## config.mk

```make
export PLATFORM = sky130hd
export DESIGN_NAME = dfm_top
export DESIGN_NICKNAME = d
export VERILOG_FILES = /design/src/hdl/dfm_pkg.sv /design/src/hdl/dfm_top.sv
export VERILOG_INCLUDE_DIRS = /design/src /design/src/hdl
export SDC_FILE = /design/constraint.sdc
export NUM_CORES = 1
export LEC_CHECK = 0
export ABC_AREA = 1
export BUFFER_PORTS_ARGS = -buffer_cell sky130_fd_sc_hd__buf_2
export CAP_MARGIN = 20
export CORE_MARGIN = 5
export CORE_UTILIZATION = 48
export DETAILED_ROUTE_END_ITERATION = 8
export PLACE_DENSITY_LB_ADDON = 0.12
export SLEW_MARGIN = 20
export SYNTH_ARGS = -nofsm -noshare
export SYNTH_HDL_FRONTEND = slang
export SYNTH_SLANG_ARGS = --single-unit
export TNS_END_PERCENT = 30
```

## constraint.sdc

```tcl
create_clock -name sys_clk -period 2 [get_ports sys_clk]
set_input_delay 0.2 -clock sys_clk [delete_from_list [all_inputs] [get_ports sys_clk]]
set_output_delay 0.2 -clock sys_clk [all_outputs]
set_load 0.02 [all_outputs]
```

## src/hdl/dfm_defines.svh

```systemverilog
// Constants of the drive fault manager: timing, fault codes, register map.
`ifndef DFM_DEFINES_SVH
`define DFM_DEFINES_SVH

// ----------------------------------------------------------------------
// Timing
// ----------------------------------------------------------------------
`define DFM_CLK_KHZ 250000
`define DFM_BLINK_MS 200
`define DFM_PAUSE_MS 1200
`define DFM_OVERSPEED_RPM 16'h1388
`define DFM_PHASE_LAST 6'h31

// ----------------------------------------------------------------------
// Fault codes, equal to the lamp blink count; the system code lights the lamp steadily
// ----------------------------------------------------------------------
`define DFM_CODE_NONE 4'h0
`define DFM_CODE_OVERCURRENT 4'h5
`define DFM_CODE_OVERSPEED 4'h6
`define DFM_CODE_MEMORY 4'h7
`define DFM_CODE_SYSTEM 4'h9
`define DFM_OVERSPEED_BIT 5
`define DFM_NUM_CODED 8

// ----------------------------------------------------------------------
// Register map, byte addresses, and field positions
// ----------------------------------------------------------------------
`define DFM_ADDR_STATUS 4'h0
`define DFM_ADDR_IRQ_STATUS 4'h4
`define DFM_ADDR_IRQ_CLEAR 4'h8
`define DFM_ADDR_IRQ_ENABLE 4'hC
`define DFM_ST_ACTIVE 4
`define DFM_ST_DUAL 5
`define DFM_ST_WIND 6
`define DFM_IRQ_RAISE 0
`define DFM_IRQ_CLEARED 1
`define DFM_IRQ_BITS 2

`endif

```

## src/hdl/dfm_pkg.sv

```systemverilog
// Types shared by the drive fault manager.
package dfm_pkg;

   typedef enum logic [2:0] {
      DFM_LAMP_IDLE = 3'b000,
      DFM_LAMP_ON = 3'b001,
      DFM_LAMP_OFF = 3'b010,
      DFM_LAMP_PAUSE = 3'b011,
      DFM_LAMP_STEADY = 3'b100
   } dfm_lamp_state_t;

   typedef struct packed {
      logic fwd;
      logic rev;
      logic step;
      logic dir;
      logic coff;
      logic mult;
      logic clr;
      logic mode;
   } dfm_host_pins_t;

endpackage

```

## src/hdl/dfm_top.sv

```systemverilog
// Drive fault manager: fault latch, lamp code, pulse input and registers.
// Functional notes
// - A fault drops fault output, lights lamp, cuts current; else high.
// - A short pulse on fault_clear_in clears a clearable latched fault.
// - Power-up reset clears every fault and raises the fault output.
// - Overcurrent, memory and system faults ignore fault_clear_in.
// - Lamp blinks N times, 0.2 s lit, 0.2 s dark, 1.2 s pause.
// - Blink count 1 to 8 names the fault type.
// - A system fault lights the lamp steadily.
// - Shaft speed above 5000 r/min raises the overspeed fault.
// - Current-off input removes winding excitation while asserted.
// - Dual-pulse mode makes no step while both pulse inputs are high.
// - Single-pulse mode: direction high clockwise, low counter-clockwise.
// - Timing output may stay low while the multiplier input is low.
// - Pulse mode is sampled only at power-up.
//
// The register offsets and the Avalon-MM interface to the registers are this design's own decisions.
`timescale 1ns/1ps
`include "dfm_defines.svh"

module dfm_top #(
   parameter int unsigned BLINK_CYCLES = `DFM_BLINK_MS * `DFM_CLK_KHZ,
   parameter int unsigned PAUSE_CYCLES = `DFM_PAUSE_MS * `DFM_CLK_KHZ
) (
   input wire logic sys_clk,
   input wire logic reset,
   input wire logic fault_clear_in,
   input wire logic forward_pulse_in,
   input wire logic reverse_pulse_in,
   input wire logic step_pulse_in,
   input wire logic direction_in,
   input wire logic current_off_in,
   input wire logic step_multiplier_in,
   input wire logic dual_pulse_mode,
   input wire logic [7:0] fault_event_in,
   input wire logic system_fault_in,
   input wire logic [15:0] motor_speed_rpm_in,
   output logic fault_out,
   output logic fault_lamp_out,
   output logic winding_enable_out,
   output logic step_out,
   output logic step_dir_out,
   output logic step_phase_timing_out,
   output logic irq,
   input wire logic [3:0] avs_address,
   input wire logic avs_read,
   input wire logic avs_write,
   input wire logic [31:0] avs_writedata,
   output logic [31:0] avs_readdata,
   output logic avs_waitrequest
);

   // ----------------------------------------------------------------------
   // Pin synchronisers
   // ----------------------------------------------------------------------
   // The chains carry no reset so that the mode switch is already settled
   // in the first cycle after reset is released.
   dfm_pkg::dfm_host_pins_t pins_raw;
   dfm_pkg::dfm_host_pins_t meta_q;
   dfm_pkg::dfm_host_pins_t sync_q;
   dfm_pkg::dfm_host_pins_t prev_q;

   assign pins_raw.fwd = forward_pulse_in;
   assign pins_raw.rev = reverse_pulse_in;
   assign pins_raw.step = step_pulse_in;
   assign pins_raw.dir = direction_in;
   assign pins_raw.coff = current_off_in;
   assign pins_raw.mult = step_multiplier_in;
   assign pins_raw.clr = fault_clear_in;
   assign pins_raw.mode = dual_pulse_mode;

   always_ff @(posedge sys_clk)
   begin
      meta_q <= pins_raw;
      sync_q <= meta_q;
   end

   always_ff @(posedge sys_clk)
   begin
      if (reset)
         prev_q <= '0;
      else
         prev_q <= sync_q;
   end

   logic clear_edge;
   assign clear_edge = sync_q.clr & ~prev_q.clr;

   // ----------------------------------------------------------------------
   // Pulse mode strap
   // ----------------------------------------------------------------------
   logic mode_valid_q;
   logic dual_mode_q;

   always_ff @(posedge sys_clk)
   begin
      if (reset)
      begin
         mode_valid_q <= 1'b0;
         dual_mode_q <= 1'b0;
      end
      else if (!mode_valid_q)
      begin
         mode_valid_q <= 1'b1;
         dual_mode_q <= sync_q.mode;
      end
   end

   // ----------------------------------------------------------------------
   // Fault latch
   // ----------------------------------------------------------------------
   logic overspeed;
   logic [7:0] event_vec;
   logic [3:0] new_code;
   logic [3:0] fault_code_q;
   logic fault_act;
   logic clearable;
   logic clear_ok;

   assign overspeed = motor_speed_rpm_in > `DFM_OVERSPEED_RPM;

   always_comb
   begin
      event_vec = fault_event_in;
      event_vec[`DFM_OVERSPEED_BIT] = fault_event_in[`DFM_OVERSPEED_BIT]
         | overspeed;
   end

   // A system fault outranks the coded ones; among those the lowest wins.
   always_comb
   begin
      new_code = `DFM_CODE_NONE;
      for (int i = `DFM_NUM_CODED - 1; i >= 0; i--)
      begin
         if (event_vec[i])
            new_code = 4'(i + 1);
      end
      if (system_fault_in)
         new_code = `DFM_CODE_SYSTEM;
   end

   assign fault_act = fault_code_q != `DFM_CODE_NONE;
   assign clearable = fault_code_q != `DFM_CODE_OVERCURRENT
      && fault_code_q != `DFM_CODE_MEMORY
      && fault_code_q != `DFM_CODE_SYSTEM;
   assign clear_ok = fault_act && clear_edge && clearable;

   // A fault that arrives with the clear edge is latched, not lost.
   always_ff @(posedge sys_clk)
   begin
      if (reset)
         fault_code_q <= `DFM_CODE_NONE;
      else if (!fault_act || clear_ok)
         fault_code_q <= new_code;
   end

   // ----------------------------------------------------------------------
   // Fault output and winding current
   // ----------------------------------------------------------------------
   assign fault_out = ~fault_act;
   assign winding_enable_out = ~fault_act & ~sync_q.coff;

   // ----------------------------------------------------------------------
   // Lamp code
   // ----------------------------------------------------------------------
   localparam logic [31:0] BLINK_LAST = 32'(BLINK_CYCLES - 1);
   localparam logic [31:0] PAUSE_LAST = 32'(PAUSE_CYCLES - 1);

   dfm_pkg::dfm_lamp_state_t lamp_state_q;
   logic [31:0] timer_q;
   logic [3:0] blink_num_q;

   always_ff @(posedge sys_clk)
   begin
      // A fault latched in the cycle of a clear starts a fresh group.
      if (reset || !fault_act || clear_ok)
      begin
         lamp_state_q <= dfm_pkg::DFM_LAMP_IDLE;
         timer_q <= '0;
         blink_num_q <= 4'h0;
      end
      else
      begin
         timer_q <= timer_q + 32'h1;
         case (lamp_state_q)
            dfm_pkg::DFM_LAMP_IDLE:
            begin
               timer_q <= 32'h1;
               blink_num_q <= 4'h1;
               if (fault_code_q == `DFM_CODE_SYSTEM)
                  lamp_state_q <= dfm_pkg::DFM_LAMP_STEADY;
               else
                  lamp_state_q <= dfm_pkg::DFM_LAMP_ON;
            end
            dfm_pkg::DFM_LAMP_ON:
            begin
               if (timer_q == BLINK_LAST)
               begin
                  timer_q <= '0;
                  if (blink_num_q >= fault_code_q)
                     lamp_state_q <= dfm_pkg::DFM_LAMP_PAUSE;
                  else
                     lamp_state_q <= dfm_pkg::DFM_LAMP_OFF;
               end
            end
            dfm_pkg::DFM_LAMP_OFF:
            begin
               if (timer_q == BLINK_LAST)
               begin
                  timer_q <= '0;
                  blink_num_q <= blink_num_q + 4'h1;
                  lamp_state_q <= dfm_pkg::DFM_LAMP_ON;
               end
            end
            dfm_pkg::DFM_LAMP_PAUSE:
            begin
               if (timer_q == PAUSE_LAST)
               begin
                  timer_q <= '0;
                  blink_num_q <= 4'h1;
                  lamp_state_q <= dfm_pkg::DFM_LAMP_ON;
               end
            end
            dfm_pkg::DFM_LAMP_STEADY:
               timer_q <= '0;
            default:
               lamp_state_q <= dfm_pkg::DFM_LAMP_IDLE;
         endcase
      end
   end

   // The lamp lights in the same cycle as the fault output drops.
   assign fault_lamp_out = fault_act
      && (lamp_state_q == dfm_pkg::DFM_LAMP_IDLE
      || lamp_state_q == dfm_pkg::DFM_LAMP_ON
      || lamp_state_q == dfm_pkg::DFM_LAMP_STEADY);

   // ----------------------------------------------------------------------
   // Step pulse decoding
   // ----------------------------------------------------------------------
   logic fwd_edge;
   logic rev_edge;
   logic step_edge;
   logic step_go;
   logic step_fwd;
   logic step_q;
   logic dir_q;
   logic [5:0] phase_q;
   logic timing_q;

   assign fwd_edge = sync_q.fwd & ~prev_q.fwd;
   assign rev_edge = sync_q.rev & ~prev_q.rev;
   assign step_edge = sync_q.step & ~prev_q.step;

   always_comb
   begin
      if (dual_mode_q)
      begin
         step_go = (fwd_edge | rev_edge)
            & ~(sync_q.fwd & sync_q.rev);
         step_fwd = fwd_edge;
      end
      else
      begin
         step_go = step_edge;
         step_fwd = sync_q.dir;
      end
   end

   // Steps are dropped while the winding is not excited.
   always_ff @(posedge sys_clk)
   begin
      if (reset)
      begin
         step_q <= 1'b0;
         dir_q <= 1'b0;
      end
      else
      begin
         step_q <= step_go & winding_enable_out & mode_valid_q;
         if (step_go)
            dir_q <= step_fwd;
      end
   end

   always_ff @(posedge sys_clk)
   begin
      if (reset)
      begin
         phase_q <= '0;
         timing_q <= 1'b0;
      end
      else
      begin
         if (step_q)
            phase_q <= (phase_q == `DFM_PHASE_LAST) ? 6'h0 : phase_q + 6'h1;
         // The multiplier gates the marker; a low input may hide it.
         timing_q <= (phase_q == 6'h0) && sync_q.mult;
      end
   end

   assign step_out = step_q;
   assign step_dir_out = dir_q;
   assign step_phase_timing_out = timing_q;

   // ----------------------------------------------------------------------
   // Interrupts
   // ----------------------------------------------------------------------
   logic [`DFM_IRQ_BITS-1:0] irq_status_q;
   logic [`DFM_IRQ_BITS-1:0] irq_enable_q;
   logic [`DFM_IRQ_BITS-1:0] irq_event;
   logic [`DFM_IRQ_BITS-1:0] irq_clear;
   logic bus_ack_q;
   logic wr_take;

   assign wr_take = avs_write & bus_ack_q;

   always_comb
   begin
      irq_event = '0;
      irq_event[`DFM_IRQ_RAISE] = !fault_act && new_code != `DFM_CODE_NONE;
      irq_event[`DFM_IRQ_CLEARED] = clear_ok && new_code == `DFM_CODE_NONE;
      irq_clear = '0;
      if (wr_take && avs_address == `DFM_ADDR_IRQ_CLEAR)
         irq_clear = avs_writedata[`DFM_IRQ_BITS-1:0];
   end

   // Set wins over a clear written in the same cycle.
   always_ff @(posedge sys_clk)
   begin
      if (reset)
         irq_status_q <= '0;
      else
         irq_status_q <= (irq_status_q & ~irq_clear) | irq_event;
   end

   always_ff @(posedge sys_clk)
   begin
      if (reset)
         irq_enable_q <= '0;
      else if (wr_take && avs_address == `DFM_ADDR_IRQ_ENABLE)
         irq_enable_q <= avs_writedata[`DFM_IRQ_BITS-1:0];
   end

   assign irq = |(irq_status_q & irq_enable_q);

   // ----------------------------------------------------------------------
   // Avalon-MM slave
   // ----------------------------------------------------------------------
   // Every access takes one wait cycle, which lets read data come from a
   // flip-flop at the cost of one cycle of latency.
   logic [31:0] rdata_q;

   always_ff @(posedge sys_clk)
   begin
      if (reset)
         bus_ack_q <= 1'b0;
      else
         bus_ack_q <= (avs_read | avs_write) & ~bus_ack_q;
   end

   always_ff @(posedge sys_clk)
   begin
      if (reset)
         rdata_q <= '0;
      else if (avs_read && !bus_ack_q)
      begin
         rdata_q <= '0;
         case (avs_address)
            `DFM_ADDR_STATUS:
            begin
               rdata_q[3:0] <= fault_code_q;
               rdata_q[`DFM_ST_ACTIVE] <= fault_act;
               rdata_q[`DFM_ST_DUAL] <= dual_mode_q;
               rdata_q[`DFM_ST_WIND] <= winding_enable_out;
            end
            `DFM_ADDR_IRQ_STATUS:
               rdata_q[`DFM_IRQ_BITS-1:0] <= irq_status_q;
            `DFM_ADDR_IRQ_ENABLE:
               rdata_q[`DFM_IRQ_BITS-1:0] <= irq_enable_q;
            default:
               rdata_q <= '0;
         endcase
      end
   end

   assign avs_waitrequest = (avs_read | avs_write) & ~bus_ack_q;
   assign avs_readdata = rdata_q;

   // ----------------------------------------------------------------------
   // Assertions
   // ----------------------------------------------------------------------
   logic no_new_fault;
   assign no_new_fault = new_code == `DFM_CODE_NONE;
endmodule

```

## After elaboration in Yosys (flattened, before gate mapping)

Cells that the tools add are included.

| storage, ports and cells | value |
|---|---|
| output and inout bits | 40 |
| bits in registers | 86 |

| cells by class | value |
|---|---|
| muxes and demuxes | 28 |
| reductions and logical operators | 29 |
| add/sub/neg operators | 3 |
| bitwise logic cells | 27 |
| equality and inequality tests | 17 |
| order comparisons | 2 |

Operators with widths:

| kind | count |
|---|---|
| one-hot mux 32 bit (4 select lines) | 1 |
| two-way mux 32 bit | 2 |
| two-way mux 4 bit | 11 |
| adder 32 x 1 -> 32 bit, second input constant | 1 |
| equality test 32 x 26 -> 1 bit, second input constant | 1 |
| equality test 32 x 29 -> 1 bit, second input constant | 1 |
| > comparator 16 x 13 -> 1 bit, second input constant | 1 |
| one-hot mux 3 bit (5 select lines) | 1 |
| equality test 4 bit, second input constant | 3 |
| two-way mux 3 bit | 4 |
| one-hot mux 4 bit (3 select lines) | 1 |
| AND 1 bit | 11 |
| logical AND 1 bit | 11 |
| inverter 1 bit | 9 |
| zero test 4 bit | 2 |
| != test 4 x 3 -> 1 bit, second input constant | 2 |
| nonzero test 4 bit | 2 |
| adder 6 x 1 -> 6 bit, second input constant | 1 |
| equality test 3 x 2 -> 1 bit, second input constant | 2 |
| equality test 6 bit, second input constant | 1 |
| zero test 6 bit | 1 |
| two-way mux 6 bit | 1 |
| != test 2 bit, second input constant | 3 |
| one-hot mux 2 bit (3 select lines) | 1 |
| other kinds (20) | 32 |

## Longest topological paths before layout

| logic depth | value |
|---|---|
| depth in word-level cells | 12 |
| gate-level depth with buffers | 15 |
| mapped depth without buffers | 15 |

## Least setup slack after synthesis

OpenSTA, ideal clock, no wires.

| path | value |
|---|---|
| path kind | register -> register |
| start point | reg timer_q[0] |
| end point | reg timer_q[8] |
| data required time | 1.891 ns |
| path buffers | 1 |
| setup slack | 0.137 ns |
| cell stages (with the launch flop) | 16 |
| clock period less this slack | 1.863 ns |
| data arrival time | 1.755 ns |
| cells stage by stage | dfxtp_1 ha_1 nand2_1 nor2_2 nand2_1 nor3_2 nand4_1 nand2_1 nand2_4 nor2_8 inv_2 nand2_2 inv_2 buf_6 nand3b_2 inv_2 |

| on the way | value |
|---|---|
| cells in the longest elaborated chain, start to end | 3 |

RTL lines:

| item | RTL line | source |
|---|---|---|
| start: declaration | dfm_top.sv:170 | `logic [31:0] timer_q;` |
| start signal: assignment | dfm_top.sv:184 | `timer_q <= timer_q + 32'h1;` |
| adder 32 x 1 -> 32 bit (tied with other cells) | dfm_top.sv:184 |  |
| two-way mux 32 bit (on tied branches) | dfm_top.sv:217, dfm_top.sv:197, dfm_top.sv:208 |  |
| one-hot mux 32 bit (4 select lines) (*) | dfm_top.sv:185 | `case (lamp_state_q)` |

Every way passes the cells marked *; elsewhere a longest branch is shown, timed or not.
A chain may end at the register's enable or synchronous reset.

## Worst setup path after layout

| path | value |
|---|---|
| start point | reg timer_q[6] |
| end point | reg timer_q[28] |

Same word-level chain as after synthesis.

==> run metrics <==
CTS buffer count=9; Die H=105 µm; IO buf count=57; crit path capture type=flip-flop; HPWL after detailed placement=7400 µm; min cycle time layout=1.94 ns; dpl cells=788; WL final=9640 µm; Seq cells post-synth=86; leakage=2.35 nW; vias in the first global route=3,700; First-pass DRT Iterations=5; GR Util All Layers=17.1%; CP Class=flip-flop to flip-flop; Async S/R FF share, synth=0%; Placer Congestion=0.877; synthesized instance count=600; data required time at the worst endpoint=2.27 ns; worst setup margin=0.0603 ns; row count=34; Post-Layout Cell Count=819; ratio of cells with drive above 1 in the final layout=25.0%; pwr/cell area=752 nW/µm²; Avg Synthesized Cell Area=7.23 µm²; largest net degree at the start of global routing=22; Nets=788; Vias/cell=4.95; CORE AREA=8760 µm²; final setup fails=0; final instance area=5340 µm²; Post-route DRC=0; Max-Cap Viols=0; Worst Skew=0.0104 ns; die area=11,000 µm²; Fill cells=809; Synth Flop Type=dfxtp_1; min-delay worst type=input pin to flip-flop; CP max FO=4; CTS root buf=clkbuf_8; synth top area cells=dfxtp_1, nand2_1, inv_1; I/O Pins=113; DR WL/cell=11.8 µm; Worst setup SP type=flip-flop; Clock Pin Slew Worst Setup and Hold Paths=0.08 ns; maximum resistive drop on vdd=0.489 mV; Fin. Hold Viols=0; total grt overflow=0; clock tree buffer depth=2; post-place instance area=4850 µm²; RSZ-0062 raised after global routing=yes; Fmax achieved=516 MHz; htree depth=3; DP Worst Slack=-0.0282 ns; Final Util=61.0%; Max Slew Vio Count=0; largest area contributor in the netlist=dfxtp_1; status=finished, final reports clean; Critical Path AT=2.21 ns; first-pass GRT wire length=16,000 µm; CTS tree=yes; Ys Warns=0; clock sink total=86; hold slack=0.124 ns; Least-Margin Pin Slew=0.639 ns; TNS Setup=0 ns; Pwr Total=4.02 mW; n_diodes=0; clk_lat worst skew=0.36 ns; post-route ant nets=0; final period utilization=97.0%; Syn-to-layout area delta=23.2%; Slew HR=57.0%; initial antenna violation count=0; Synth top area share=39.7%; synth unique cells=47; Initial Util=49.5%; via count=4,054; register area share after synthesis=39.7%; EDFF count, synth=0; Die Span X=105 µm; Synth Cell Area=4340 µm²; Iter 0 DRT Violations=144
## worst max-delay path, stage by stage, from the launching register on
cell and delay (ns):
dfxtp_1 0.42, inv_2 0.07, nor3_2 0.23, nand2_4 0.10, nor2_4 0.14, nand2_2 0.08
nor2_4 0.16, nand4_1 0.22, nor2_1 0.18, a21oi_1 0.09, nor3_1 0.17
## kinds of logic (layout without fill, tap and decap cells)
logic type                 count (synthesis)  count (layout)  share of synthesized area [%]
AOI/OAI and AO/OA                         70              70                           9.29
muxes                                      1               1                          0.231
and+or+nand+nor                          291             291                           32.7
DFF                                       86              86                           39.7
other                                      1              25                         0.0865
xor gates and xnor gates                   6               6                           1.21
buffers and inverters                    136             223                           14.2
adders and majority gates                  9               9                           2.60
## synth_stat cells, types with 4 or more instances
| library cell | instances |
|---|---|
| a21oi_1 | 33 |
| inv_1 | 86 |
| inv_2 | 18 |
| nor2_2 | 5 |
| ha_1 | 9 |
| nand2_1 | 100 |
| o21ai_0 | 16 |
| buf_4 | 26 |
| nor2_1 | 73 |
| nand3_2 | 7 |
| a31oi_1 | 4 |
| dfxtp_1 | 86 |
| nor3_1 | 28 |
| nand3_1 | 32 |
| xor2_1 | 5 |
| nand4_1 | 20 |
| nor3_2 | 6 |
| nor4_1 | 5 |
## sequential cells by signal, summed over array words and instances, names as in the netlist, 2 cells and up
name,count
fault_code_q,4
lamp_state_q,3
irq_status_q,2
avs_readdata,7
sync_q,8
prev_q,4
irq_enable_q,2
blink_num_q,4
phase_q,6
timer_q,32
meta_q,8
## routing by layer
layer | GRT usage (%) | share of wire, % | vias to the layer above
met4 | 6.30 | 1.0 | 0
met1 | 21.9 | 43 | 1812
met3 | 3.82 | 6.7 | 11
met5 | 0 | 0 | -
met2 | 28.0 | 49 | 124
li1 | - | - | 2107
## placed cells by master, fill, tap and decap left out, types with 17 or more instances in the layout
cell type / netlist / layout
buf_4: 26 / 36
dfxtp_1: 86 / 84
inv_2: 18 / 17
buf_2: 1 / 57
nand2_1: 100 / 93
nand4_1: 20 / 20
nand3_1: 32 / 31
inv_1: 86 / 86
conb_1: 1 / 25
a21oi_1: 33 / 33
nor3_1: 28 / 25
nor2_1: 73 / 71
## worst paths after layout
| kind | startpoint | to | slack, ns | cells after the start |
|---|---|---|---|---|
| setup / recovery | timer_q[6] | timer_q[28] | 0.06 | 10 |
| hold / removal | reset | mode_valid_q | 0.12 | 2 |
| setup reg to reg | timer_q[6] | timer_q[28] | 0.06 | 10 |
| hold reg to reg | meta_q[3] | sync_q[3] | 0.33 | 0 |
## power breakdown
group          internal (mW)  total (mW)  switching, mW
clock network          0.747        1.38          0.636
logic                  0.303       0.793          0.490
registers               1.79        1.84         0.0566
total                   2.84        4.02           1.18
## cell type report
type | count | area [µm²] | share of cell area (%)
clock buffer | 10 | 138 | 2.58
tap | 108 | 135 | 2.53
clock inverter | 6 | 91.3 | 1.71
sequential | 86 | 1720 | 32.3
timing repair buffer | 102 | 647 | 12.1
multi-input combinational | 402 | 2210 | 41.3
inverter | 105 | 399 | 7.47
## timing repair
item                                   CTS  global route
endpoints found under the hold margin    8             0
hold buffers                             8             0
buffers inserted                         0             7
pin swaps                                0            16
gates resized for setup                  4            33
setup endpoints to repair                7            34
Power figures use the tool's default switching activity.
